<file path="config.mk">
export PLATFORM = sky130hd
export DESIGN_NAME = sxr_channel_flat
export DESIGN_NICKNAME = d
export VERILOG_FILES = /design/src/sxr_pkg.sv /design/src/sxr_if.sv /design/src/sxr_channel.sv /design/src/flat_wrapper.sv
export SDC_FILE = /design/constraint.sdc
export NUM_CORES = 1
export LEC_CHECK = 0
export BUFFER_PORTS_ARGS = -buffer_cell sky130_fd_sc_hd__clkbuf_2
export CAP_MARGIN = 20
export CELL_PAD_IN_SITES_DETAIL_PLACEMENT = 1
export CELL_PAD_IN_SITES_GLOBAL_PLACEMENT = 2
export CORE_MARGIN = 5
export CORE_UTILIZATION = 36
export DETAILED_ROUTE_END_ITERATION = 12
export HOLD_SLACK_MARGIN = 0.08
export PLACE_DENSITY = 0.86
export RECOVER_POWER = 100
export REMOVE_ABC_BUFFERS = 1
export SYNTH_ARGS = -nofsm -noshare
export SYNTH_HDL_FRONTEND = slang
export SYNTH_SLANG_ARGS = --single-unit
</file>
<file path="constraint.sdc">
create_clock -name clock -period 2.2 [get_ports clock]
set_input_delay 0.11 -clock clock [delete_from_list [all_inputs] [get_ports clock]]
set_output_delay 0.11 -clock clock [all_outputs]
set_load 0.02 [all_outputs]
</file>
<file path="src/sxr_pkg.sv">
// shared constants and types for the transceiver reset and lock control
package sxr_pkg;
  localparam int CLK_PERIOD_NS = 4;
  localparam int T_PLL_RST_NS = 1000;
  localparam int PLL_RST_CYC = (T_PLL_RST_NS + CLK_PERIOD_NS - 1) / CLK_PERIOD_NS;
  localparam int T_LTD_SETTLE_NS = 4000;
  localparam int LTD_SETTLE_CYC = (T_LTD_SETTLE_NS + CLK_PERIOD_NS - 1) / CLK_PERIOD_NS;
  localparam int PLL_LOCK_CYC = 64;
  localparam int OC_BUSY_CYC = 32;
  localparam int RCFG_BUSY_CYC = 8;
  localparam int DW = 20;
  localparam int FIFO_DEPTH = 4;
  localparam logic [3:0] SLIP_MAX = 4'h9;
  // register byte offsets of the controller
  localparam logic [11:0] REG_CTRL = 12'h000;
  localparam logic [11:0] REG_STATUS = 12'h004;
  localparam logic [11:0] REG_INT_STAT = 12'h008;
  localparam logic [11:0] REG_INT_MASK = 12'h00c;
  localparam int CTRL_START = 0;
  localparam int CTRL_FORCE_REF = 1;
  localparam int CTRL_FORCE_DATA = 2;
  localparam logic [31:0] CTRL_RST = 32'h0000_0000;
  localparam logic [3:0] MASK_RST = 4'h0;
  localparam int EV_TX_READY = 0;
  localparam int EV_RX_READY = 1;
  localparam int EV_FIFO_ERR = 2;
  localparam int EV_LOCK_LOSS = 3;
  typedef enum logic [2:0] {
    SXR_MODE_BASIC = 3'b000,
    SXR_MODE_BASIC_8B10B = 3'b001,
    SXR_MODE_PIPE = 3'b010,
    SXR_MODE_GIGE = 3'b011,
    SXR_MODE_DETLAT = 3'b100
  } sxr_mode_e;
  typedef enum logic [2:0] {
    SXR_PPM_62P5 = 3'b000,
    SXR_PPM_100 = 3'b001,
    SXR_PPM_125 = 3'b010,
    SXR_PPM_200 = 3'b011,
    SXR_PPM_250 = 3'b100,
    SXR_PPM_300 = 3'b101
  } sxr_ppm_e;
  typedef enum logic [2:0] {
    SXR_SEQ_PLL_RST = 3'b000,
    SXR_SEQ_WAIT_PLL = 3'b001,
    SXR_SEQ_WAIT_FREQ = 3'b010,
    SXR_SEQ_SETTLE = 3'b011,
    SXR_SEQ_RUN = 3'b100
  } sxr_seq_e;
  // ppm threshold in tenths of a ppm
  function automatic logic [11:0] sxr_ppm_thr(input logic [2:0] sel);
    case (sel)
      3'h0: sxr_ppm_thr = 12'h271;
      3'h1: sxr_ppm_thr = 12'h3e8;
      3'h2: sxr_ppm_thr = 12'h4e2;
      3'h3: sxr_ppm_thr = 12'h7d0;
      3'h4: sxr_ppm_thr = 12'h9c4;
      default: sxr_ppm_thr = 12'hbb8;
    endcase
  endfunction
  // line rate in units of 0.1 Mbps; proto 0 selects the first radio protocol, 1 the second
  function automatic logic sxr_rate_ok(input logic proto, input logic [15:0] r);
    if (!proto) begin
      sxr_rate_ok = (r == 16'h1800) || (r == 16'h3000) || (r == 16'h6000) || (r == 16'h7800);
    end else begin
      sxr_rate_ok = (r == 16'h1e00) || (r == 16'h3c00) || (r == 16'h7800);
    end
  endfunction
endpackage

</file>
<file path="src/sxr_if.sv">
// link between the transceiver channel and its reset and lock controller
`timescale 1ns/100ps
`default_nettype none
interface sxr_if;
  logic pll_areset;
  logic tx_digital_reset;
  logic rx_analog_reset;
  logic rx_digital_reset;
  logic force_data_lock;
  logic force_ref_lock;
  logic pll_locked;
  logic freq_locked;
  logic signal_detect;
  logic fifo_error;
  logic [3:0] slip_count_output;
  logic busy;
  modport dev (
    input pll_areset, tx_digital_reset, rx_analog_reset, rx_digital_reset,
    input force_data_lock, force_ref_lock,
    output pll_locked, freq_locked, signal_detect, fifo_error, slip_count_output, busy
  );
  modport ctl (
    output pll_areset, tx_digital_reset, rx_analog_reset, rx_digital_reset,
    output force_data_lock, force_ref_lock,
    input pll_locked, freq_locked, signal_detect, fifo_error, slip_count_output, busy
  );
endinterface
`default_nettype wire

</file>
<file path="src/sxr_channel.sv">
// transceiver channel end: pll, clock recovery lock, fifos, status outputs
`timescale 1ns/100ps
`default_nettype none
// Behaviour
// - deterministic latency forces registered receive fifo
// - registered fifo is exactly one register stage
// - fifo error high when fifo full or empty, except in deterministic latency or under receive digital reset
// - manual aligner reports slipped bits 0 to 9
// - frequency lock high in lock-to-data only
// - force pair selects auto, reference or data
// - signal detect above threshold, certain modes only
// - low-speed recovered clock only in ethernet mode
// - controller holds pll reset at least 1 us
// - pll reset holds others; release starts locking
// - controller releases transmit reset after pll lock
// - busy pulses at power-up, then on reconfiguration
// - ppm threshold selectable among six values
// - optional separate read strobe for receive fifo
// - deterministic mode checks radio protocol line rates
// - clock recovery starts in lock-to-reference
// - phase detector off in reference, on in data
// - auto mode locks on ppm, pipe needs detect
module sxr_channel import sxr_pkg::*; (
  // clock and reset
  input wire logic clock,
  input wire logic rst_n,
  // link to the controller
  sxr_if.dev lnk,
  // configuration
  input wire logic [2:0] mode,
  input wire logic [2:0] ppm_sel,
  input wire logic tx_fifo_reg,
  input wire logic wa_manual,
  input wire logic core_read_sel,
  input wire logic rate_proto,
  input wire logic [15:0] line_rate,
  input wire logic [7:0] sig_thresh,
  // analog observations, slip and reconfiguration requests
  input wire logic [11:0] meas_ppm,
  input wire logic [7:0] sig_level,
  input wire logic slip_req,
  input wire logic reconfig_req,
  // receive data
  input wire logic [DW-1:0] rx_word_in,
  input wire logic rx_word_in_vld,
  input wire logic core_rd_en,
  output logic [DW-1:0] rx_word_out,
  output logic rx_word_out_vld,
  // transmit data
  input wire logic [DW-1:0] tx_word_in,
  output logic [DW-1:0] tx_word_out,
  // status
  output logic phase_det_en,
  output logic recov_clk_out,
  output logic rate_ok
);
  typedef enum logic {SXR_CDR_LTR = 1'b0, SXR_CDR_LTD = 1'b1} sxr_cdr_e;

  // the pll reset overrides every other reset inside the channel
  logic rxa_rst, rxd_rst, txd_rst, detlat;
  assign rxa_rst = lnk.rx_analog_reset | lnk.pll_areset;
  assign rxd_rst = lnk.rx_digital_reset | lnk.pll_areset;
  assign txd_rst = lnk.tx_digital_reset | lnk.pll_areset;
  assign detlat = (mode == SXR_MODE_DETLAT);

  // pll lock model: locking starts when the pll reset drops
  logic [6:0] lock_cnt_q;
  always_ff @(posedge clock or negedge rst_n) begin
    if (!rst_n) begin
      lock_cnt_q <= 7'h00;
      lnk.pll_locked <= 1'b0;
    end else if (lnk.pll_areset) begin
      lock_cnt_q <= 7'h00;
      lnk.pll_locked <= 1'b0;
    end else if (lock_cnt_q < 7'(PLL_LOCK_CYC)) begin
      lock_cnt_q <= lock_cnt_q + 7'h01;
    end else begin
      lnk.pll_locked <= 1'b1;
    end
  end

  // clock recovery lock state
  sxr_cdr_e cdr_q, cdr_d;
  logic ppm_in, det_req;
  assign ppm_in = meas_ppm < sxr_ppm_thr(ppm_sel);
  assign det_req = (mode == SXR_MODE_PIPE) ? lnk.signal_detect : 1'b1;
  always_comb begin
    unique casez ({lnk.force_data_lock, lnk.force_ref_lock})
      2'b1?: cdr_d = SXR_CDR_LTD;
      2'b01: cdr_d = SXR_CDR_LTR;
      default: cdr_d = (ppm_in && det_req && lnk.pll_locked) ? SXR_CDR_LTD : SXR_CDR_LTR;
    endcase
  end
  always_ff @(posedge clock or negedge rst_n) begin
    if (!rst_n) begin
      cdr_q <= SXR_CDR_LTR;
    end else if (rxa_rst) begin
      cdr_q <= SXR_CDR_LTR;
    end else begin
      cdr_q <= cdr_d;
    end
  end
  always_ff @(posedge clock or negedge rst_n) begin
    if (!rst_n) begin
      lnk.freq_locked <= 1'b0;
      phase_det_en <= 1'b0;
    end else begin
      lnk.freq_locked <= (cdr_q == SXR_CDR_LTD);
      phase_det_en <= (cdr_q == SXR_CDR_LTD);
    end
  end

  // signal detect exists only in 8b10b basic and pipe modes
  always_ff @(posedge clock or negedge rst_n) begin
    if (!rst_n) begin
      lnk.signal_detect <= 1'b0;
    end else begin
      lnk.signal_detect <= (mode == SXR_MODE_BASIC_8B10B || mode == SXR_MODE_PIPE)
                           && !rxa_rst && (sig_level > sig_thresh);
    end
  end

  // recovered clock at half rate, offered in ethernet mode only
  always_ff @(posedge clock or negedge rst_n) begin
    if (!rst_n) begin
      recov_clk_out <= 1'b0;
    end else begin
      recov_clk_out <= (mode == SXR_MODE_GIGE) && !rxa_rst && !recov_clk_out;
    end
  end

  // word aligner slip counter, wraps after the last bit position
  always_ff @(posedge clock or negedge rst_n) begin
    if (!rst_n) begin
      lnk.slip_count_output <= 4'h0;
    end else if (rxd_rst || !wa_manual) begin
      lnk.slip_count_output <= 4'h0;
    end else if (slip_req) begin
      lnk.slip_count_output <= (lnk.slip_count_output == SLIP_MAX) ? 4'h0
                               : lnk.slip_count_output + 4'h1;
    end
  end

  // busy: offset cancellation once after power-up, later only on reconfiguration
  logic oc_done_q;
  logic [5:0] busy_cnt_q;
  always_ff @(posedge clock or negedge rst_n) begin
    if (!rst_n) begin
      oc_done_q <= 1'b0;
      busy_cnt_q <= 6'h00;
    end else if (busy_cnt_q != 6'h00) begin
      busy_cnt_q <= busy_cnt_q - 6'h01;
    end else if (!oc_done_q && !lnk.pll_areset) begin
      oc_done_q <= 1'b1;
      busy_cnt_q <= 6'(OC_BUSY_CYC);
    end else if (oc_done_q && reconfig_req) begin
      busy_cnt_q <= 6'(RCFG_BUSY_CYC);
    end
  end
  always_ff @(posedge clock or negedge rst_n) begin
    if (!rst_n) begin
      lnk.busy <= 1'b0;
    end else begin
      lnk.busy <= (busy_cnt_q > 6'h01) || (busy_cnt_q == 6'h00 && !oc_done_q && !lnk.pll_areset)
                  || (busy_cnt_q == 6'h00 && oc_done_q && reconfig_req);
    end
  end

  // receive phase compensation fifo
  logic [DW-1:0] mem_q [FIFO_DEPTH];
  logic [2:0] wr_ptr_q, rd_ptr_q;
  logic full, empty, pop, push;
  assign full = (wr_ptr_q[1:0] == rd_ptr_q[1:0]) && (wr_ptr_q[2] != rd_ptr_q[2]);
  assign empty = (wr_ptr_q == rd_ptr_q);
  assign pop = (core_read_sel ? core_rd_en : 1'b1) && !empty;
  assign push = rx_word_in_vld && !full;
  always_ff @(posedge clock or negedge rst_n) begin
    if (!rst_n) begin
      wr_ptr_q <= 3'h0;
      rd_ptr_q <= 3'h0;
    end else if (rxd_rst || detlat) begin
      wr_ptr_q <= 3'h0;
      rd_ptr_q <= 3'h0;
    end else begin
      if (push) begin
        wr_ptr_q <= wr_ptr_q + 3'h1;
      end
      if (pop) begin
        rd_ptr_q <= rd_ptr_q + 3'h1;
      end
    end
  end
  always_ff @(posedge clock) begin
    if (push) begin
      mem_q[wr_ptr_q[1:0]] <= rx_word_in;
    end
  end
  // registered mode bypasses the pointers so latency is one cycle
  always_ff @(posedge clock or negedge rst_n) begin
    if (!rst_n) begin
      rx_word_out <= '0;
      rx_word_out_vld <= 1'b0;
    end else if (rxd_rst) begin
      rx_word_out_vld <= 1'b0;
    end else if (detlat) begin
      rx_word_out <= rx_word_in;
      rx_word_out_vld <= rx_word_in_vld;
    end else begin
      rx_word_out <= mem_q[rd_ptr_q[1:0]];
      rx_word_out_vld <= pop;
    end
  end
  always_ff @(posedge clock or negedge rst_n) begin
    if (!rst_n) begin
      lnk.fifo_error <= 1'b0;
    end else begin
      lnk.fifo_error <= !detlat && !rxd_rst && (full || empty);
    end
  end

  // transmit fifo: registered mode optional in deterministic latency
  logic [DW-1:0] tx_stage_q;
  always_ff @(posedge clock or negedge rst_n) begin
    if (!rst_n) begin
      tx_stage_q <= '0;
      tx_word_out <= '0;
    end else if (txd_rst) begin
      tx_stage_q <= '0;
      tx_word_out <= '0;
    end else begin
      tx_stage_q <= tx_word_in;
      tx_word_out <= (detlat && tx_fifo_reg) ? tx_word_in : tx_stage_q;
    end
  end

  always_ff @(posedge clock or negedge rst_n) begin
    if (!rst_n) begin
      rate_ok <= 1'b0;
    end else begin
      rate_ok <= detlat && sxr_rate_ok(rate_proto, line_rate);
    end
  end
endmodule
`default_nettype wire

</file>
<file path="src/flat_wrapper.sv">
// flat-port wrapper written by rule: the top's interface ports become plain ports
module sxr_channel_flat import sxr_pkg::*;
  (clock, rst_n, mode, ppm_sel, tx_fifo_reg, wa_manual, core_read_sel, rate_proto, line_rate, sig_thresh, meas_ppm, sig_level, slip_req, reconfig_req, rx_word_in, rx_word_in_vld, core_rd_en, rx_word_out, rx_word_out_vld, tx_word_in, tx_word_out, phase_det_en, recov_clk_out, rate_ok, lnk_pll_areset, lnk_tx_digital_reset, lnk_rx_analog_reset, lnk_rx_digital_reset, lnk_force_data_lock, lnk_force_ref_lock, lnk_pll_locked, lnk_freq_locked, lnk_signal_detect, lnk_fifo_error, lnk_slip_count_output, lnk_busy);
  sxr_if lnk_i ();
  input wire logic clock;
  input wire logic rst_n;
  input wire logic [2:0] mode;
  input wire logic [2:0] ppm_sel;
  input wire logic tx_fifo_reg;
  input wire logic wa_manual;
  input wire logic core_read_sel;
  input wire logic rate_proto;
  input wire logic [15:0] line_rate;
  input wire logic [7:0] sig_thresh;
  input wire logic [11:0] meas_ppm;
  input wire logic [7:0] sig_level;
  input wire logic slip_req;
  input wire logic reconfig_req;
  input wire logic [DW-1:0] rx_word_in;
  input wire logic rx_word_in_vld;
  input wire logic core_rd_en;
  output logic [DW-1:0] rx_word_out;
  output logic rx_word_out_vld;
  input wire logic [DW-1:0] tx_word_in;
  output logic [DW-1:0] tx_word_out;
  output logic phase_det_en;
  output logic recov_clk_out;
  output logic rate_ok;
  input wire logic [$bits(lnk_i.pll_areset)-1:0] lnk_pll_areset;
  input wire logic [$bits(lnk_i.tx_digital_reset)-1:0] lnk_tx_digital_reset;
  input wire logic [$bits(lnk_i.rx_analog_reset)-1:0] lnk_rx_analog_reset;
  input wire logic [$bits(lnk_i.rx_digital_reset)-1:0] lnk_rx_digital_reset;
  input wire logic [$bits(lnk_i.force_data_lock)-1:0] lnk_force_data_lock;
  input wire logic [$bits(lnk_i.force_ref_lock)-1:0] lnk_force_ref_lock;
  output wire logic [$bits(lnk_i.pll_locked)-1:0] lnk_pll_locked;
  output wire logic [$bits(lnk_i.freq_locked)-1:0] lnk_freq_locked;
  output wire logic [$bits(lnk_i.signal_detect)-1:0] lnk_signal_detect;
  output wire logic [$bits(lnk_i.fifo_error)-1:0] lnk_fifo_error;
  output wire logic [$bits(lnk_i.slip_count_output)-1:0] lnk_slip_count_output;
  output wire logic [$bits(lnk_i.busy)-1:0] lnk_busy;
  assign lnk_i.pll_areset = lnk_pll_areset;
  assign lnk_i.tx_digital_reset = lnk_tx_digital_reset;
  assign lnk_i.rx_analog_reset = lnk_rx_analog_reset;
  assign lnk_i.rx_digital_reset = lnk_rx_digital_reset;
  assign lnk_i.force_data_lock = lnk_force_data_lock;
  assign lnk_i.force_ref_lock = lnk_force_ref_lock;
  assign lnk_pll_locked = lnk_i.pll_locked;
  assign lnk_freq_locked = lnk_i.freq_locked;
  assign lnk_signal_detect = lnk_i.signal_detect;
  assign lnk_fifo_error = lnk_i.fifo_error;
  assign lnk_slip_count_output = lnk_i.slip_count_output;
  assign lnk_busy = lnk_i.busy;
  sxr_channel u_core (.clock(clock), .rst_n(rst_n), .lnk(lnk_i), .mode(mode), .ppm_sel(ppm_sel), .tx_fifo_reg(tx_fifo_reg), .wa_manual(wa_manual), .core_read_sel(core_read_sel), .rate_proto(rate_proto), .line_rate(line_rate), .sig_thresh(sig_thresh), .meas_ppm(meas_ppm), .sig_level(sig_level), .slip_req(slip_req), .reconfig_req(reconfig_req), .rx_word_in(rx_word_in), .rx_word_in_vld(rx_word_in_vld), .core_rd_en(core_rd_en), .rx_word_out(rx_word_out), .rx_word_out_vld(rx_word_out_vld), .tx_word_in(tx_word_in), .tx_word_out(tx_word_out), .phase_det_en(phase_det_en), .recov_clk_out(recov_clk_out), .rate_ok(rate_ok));
endmodule
</file>
==> flow_summary.yaml <==
setup_path:
  critical_path.endpoint_type: "flip-flop"
  cp_max_fo: 6
  crit_path_start_kind: "primary input"
  rr_endpoint: "u_core.mem_q[1][19]"
  reg2regPathDepth: 4
  arrival_ns: 2.39
  r2r_start: "u_core.wr_ptr_q[0]"
  cp.required_ns: 2.55
  r2r_setup_slack_ns: 0.20
  crit_type: "in2reg"
hold_path:
  hold_class: "in2reg"
  hold_start: "lnk_rx_digital_reset"
  min_path_cells: 4
  hold_end: "u_core.lnk.slip_count_output[2]"
floorplanning:
  core_sq_um: 20360
  die_w_um: 154.3
  die_h_um: 154.3
  rows: 52
  die-area_sq_um: 23810
  io_pins: 159
  initial_utilization_pct: 36.82
detailed_routing:
  viasPerCell: 4.896
  totalWireLength_um: 19530
  wl_per_cell_um: 18.06
  dr.pass1.iters: 4
  first_iter_violations: 305
  drc_errors: 0
  num_vias: 5293
  antenna_left: 0
timing:
  final-setup-viol-count: 0
  drv_slew: 0
  fmax_mhz: 489.2
  period_needed_ns: 2.044
  whs_ns: 0.1020
  relSlewSlack_pct: 19.86
  tightestPinTransition_ns: 1.202
  fin_crit_sh_pct: 92.91
  hold_violations: 0
  rsz0062_at_grt: "no"
  clock-skew-final_ns: 0.008490
grt:
  grt_use_total_pct: 16.77
  grt_pass1_vias: 6049
  grt_pass1_wl_um: 31480
  antenna_found_initial: 0
  grt_start_max_net_pins: 85
  overflow: 0
logic_synthesis:
  syn-instance-count: 574
  yosys-top-cells-area: "edfxtp_1 (32%), dfrtp_1 (31%), mux4_2 (6.0%), ha_1 (4.8%), nand2_1 (3.9%)"
  synth_area_sq_um: 7498
  synth.area.mux_share_pct: 9.778
  syn_avg_cell_area_sq_um: 13.06
  synthFlopType: "dfrtp_1"
  synth_top_family_by_area: "simple AND/OR/NAND/NOR gates"
  synth_top_area_cell: "edfxtp_1"
  ys_top_cells_by_count: "dfrtp_1 (93), edfxtp_1 (80), nand2_1 (78)"
  ys_warn_count: 0
  synthAdderAreaFrac_pct: 4.839
  synthSimpleGateAreaFrac_pct: 11.03
  synth_cell_type_count: 49
  synth_most_common_cell: "dfrtp_1"
  synthArstFlopShare_pct: 53.76
  synth_edf_count: 80
  yosysSeqAreaShare_pct: 63.07
  ys_ff_latch: 173
  synth_top_area_share_pct: 32.04
  synth_compound_area_share_pct: 6.524
  synth_xor_area_share_pct: 2.219
place:
  gp_congestion: 0.8300
  portBuffers: 158
  dp.cells: 988
  placed_area_sq_um: 8615
  hpwl_um: 13370
clock_tree:
  insertion_delay_ns: 0.43
  cts_made_buffers: 17
  clock_sinks: 173
  cts_root_buffer: "clkbuf_16"
  cts_tree: "built"
  h-tree-depth: 4
  clk_pin_slew_ns: 0.07
  cts_buffer_depth: 2
pwr:
  p_per_area_nw_per_um2: 772.3
  ir_drop_mv: 0.4878
  p_leak_nw: 3.947
layout:
  fillers: 2189
  fin_cells: 1081
  postLayoutCellArea_sq_um: 9637
  syn_to_final_growth_pct: 28.52
  diodes: 0
  drive_above_1_share_pct: 18.87
  layout.nets: 933
flow_run:
  max_cap_viol_count: 0
run_status:
  status: "complete, no violations"
==> through the flow <==
stage	utilization [%]	setup slack (ns)	setup TNS (ns)	power, mW
after floorplan	-	-1.715	-88.77	4.285
after global placement	42.30	0.3642	0	4.638
after detailed placement	42.30	0.2455	0	4.722
after CTS	47.96	0.1379	0	7.565
after global routing	47.32	0.001122	0	7.827
final	47.32	0.1560	0	7.442
==> layer usage <==
| metal | share of wire (%) | up-vias | GRT usage [%] |
|---|---|---|---|
| met1 | 41 | 2645 | 19.64 |
| met4 | 1.9 | 0 | 5.845 |
| li1 | - | 2494 | - |
| met5 | 0 | - | 0 |
| met3 | 3.7 | 25 | 3.269 |
| met2 | 54 | 129 | 30.62 |
==> cells by family (layout without fill, tap and decap cells) <==
family,Yosys count,after routing
AOI/OAI and AO/OA,84,84
xor gates and xnor gates,19,19
adders and majority gates,29,29
buffers and inverters,45,282
DFF,173,173
muxes,48,48
and+or+nand+nor,176,176
==> report_power, final <==
| group | total (mW) | leakage (nW) | internal [mW] | switching [mW] |
|---|---|---|---|---|
| Sequential | 3.72 | 1.96 | 3.59 | 0.131 |
| Combinational | 0.972 | 1.72 | 0.413 | 0.559 |
| Clock | 2.75 | 0.268 | 1.51 | 1.24 |
| Total | 7.44 | 3.95 | 5.51 | 1.93 |
==> final cells by class <==
class / instances / area (sq um) / area share, %
Timing Repair Buffer: 230 / 1374 / 14.26
Sequential cell: 173 / 4730 / 49.08
Inverter: 20 / 75.07 / 0.7790
Clock buffer: 20 / 456.7 / 4.739
Tap cell: 270 / 337.8 / 3.506
Multi-Input combinational cell: 356 / 2579 / 26.76
Clock inverter: 12 / 85.08 / 0.8829
==> flip-flops by register name (all words and copies together) (netlist names), 3 cells and up <==
signal,count
u_core.busy_cnt_q,6
u_core.lock_cnt_q,7
u_core.rx_word_out,20
u_core.wr_ptr_q,3
u_core.tx_word_out,20
u_core.tx_stage_q,20
u_core.rd_ptr_q,3
u_core.lnk.slip_count_output,4
u_core.mem_q,80
==> how the worst max path moves through the flow <==
stage / from / end / slack [ns] / cells past startpoint
2_1_floorplan: mode[1] / u_core.tx_word_out[0] / -1.71 / 4
3_3_place_gp: u_core.wr_ptr_q[0] / u_core.wr_ptr_q[2] / 0.36 / 5
3_5_place_dp: u_core.wr_ptr_q[0] / u_core.wr_ptr_q[2] / 0.25 / 5
4_1_cts: lnk_pll_areset / u_core.lnk.signal_detect / 0.14 / 7
5_1_grt: ppm_sel[2] / u_core.cdr_q / 0.001 / 11
6_report: lnk_pll_areset / u_core.lnk.signal_detect / 0.16 / 7
==> placed cells by master, fill, tap and decap left out, types with 15 or more instances in the layout <==
cell type	synthesis	routed
clkbuf_1	12	77
a21oi_1	36	36
clkbuf_16	0	17
dfrtp_1	93	93
dlygate4sd3_1	0	61
nor2_1	35	35
inv_1	20	20
ha_1	29	29
clkbuf_2	0	88
mux2i_1	26	26
o21ai_0	31	31
nand2_1	78	79
mux4_2	20	20
and2_0	0	15
edfxtp_1	80	80
==> timing repair <==
| item | in CTS | in global routing |
|---|---|---|
| hold buffers | 61 | 0 |
| hold endpoints to repair | 236 | 0 |
| setup buffers | 0 | 0 |
| resized for setup | 0 | 1 |
| setup endpoints to repair | 0 | 1 |
==> critical path: stages <==
cell and delay, ns:
dlygate4sd3_1 0.53, clkbuf_2 0.18, nor3_2 0.19, dlygate4sd3_1 0.58, o311ai_0 0.12, dlygate4sd3_1 0.58, a21oi_1 0.11
No activity file was read; power rests on OpenSTA's default activity.
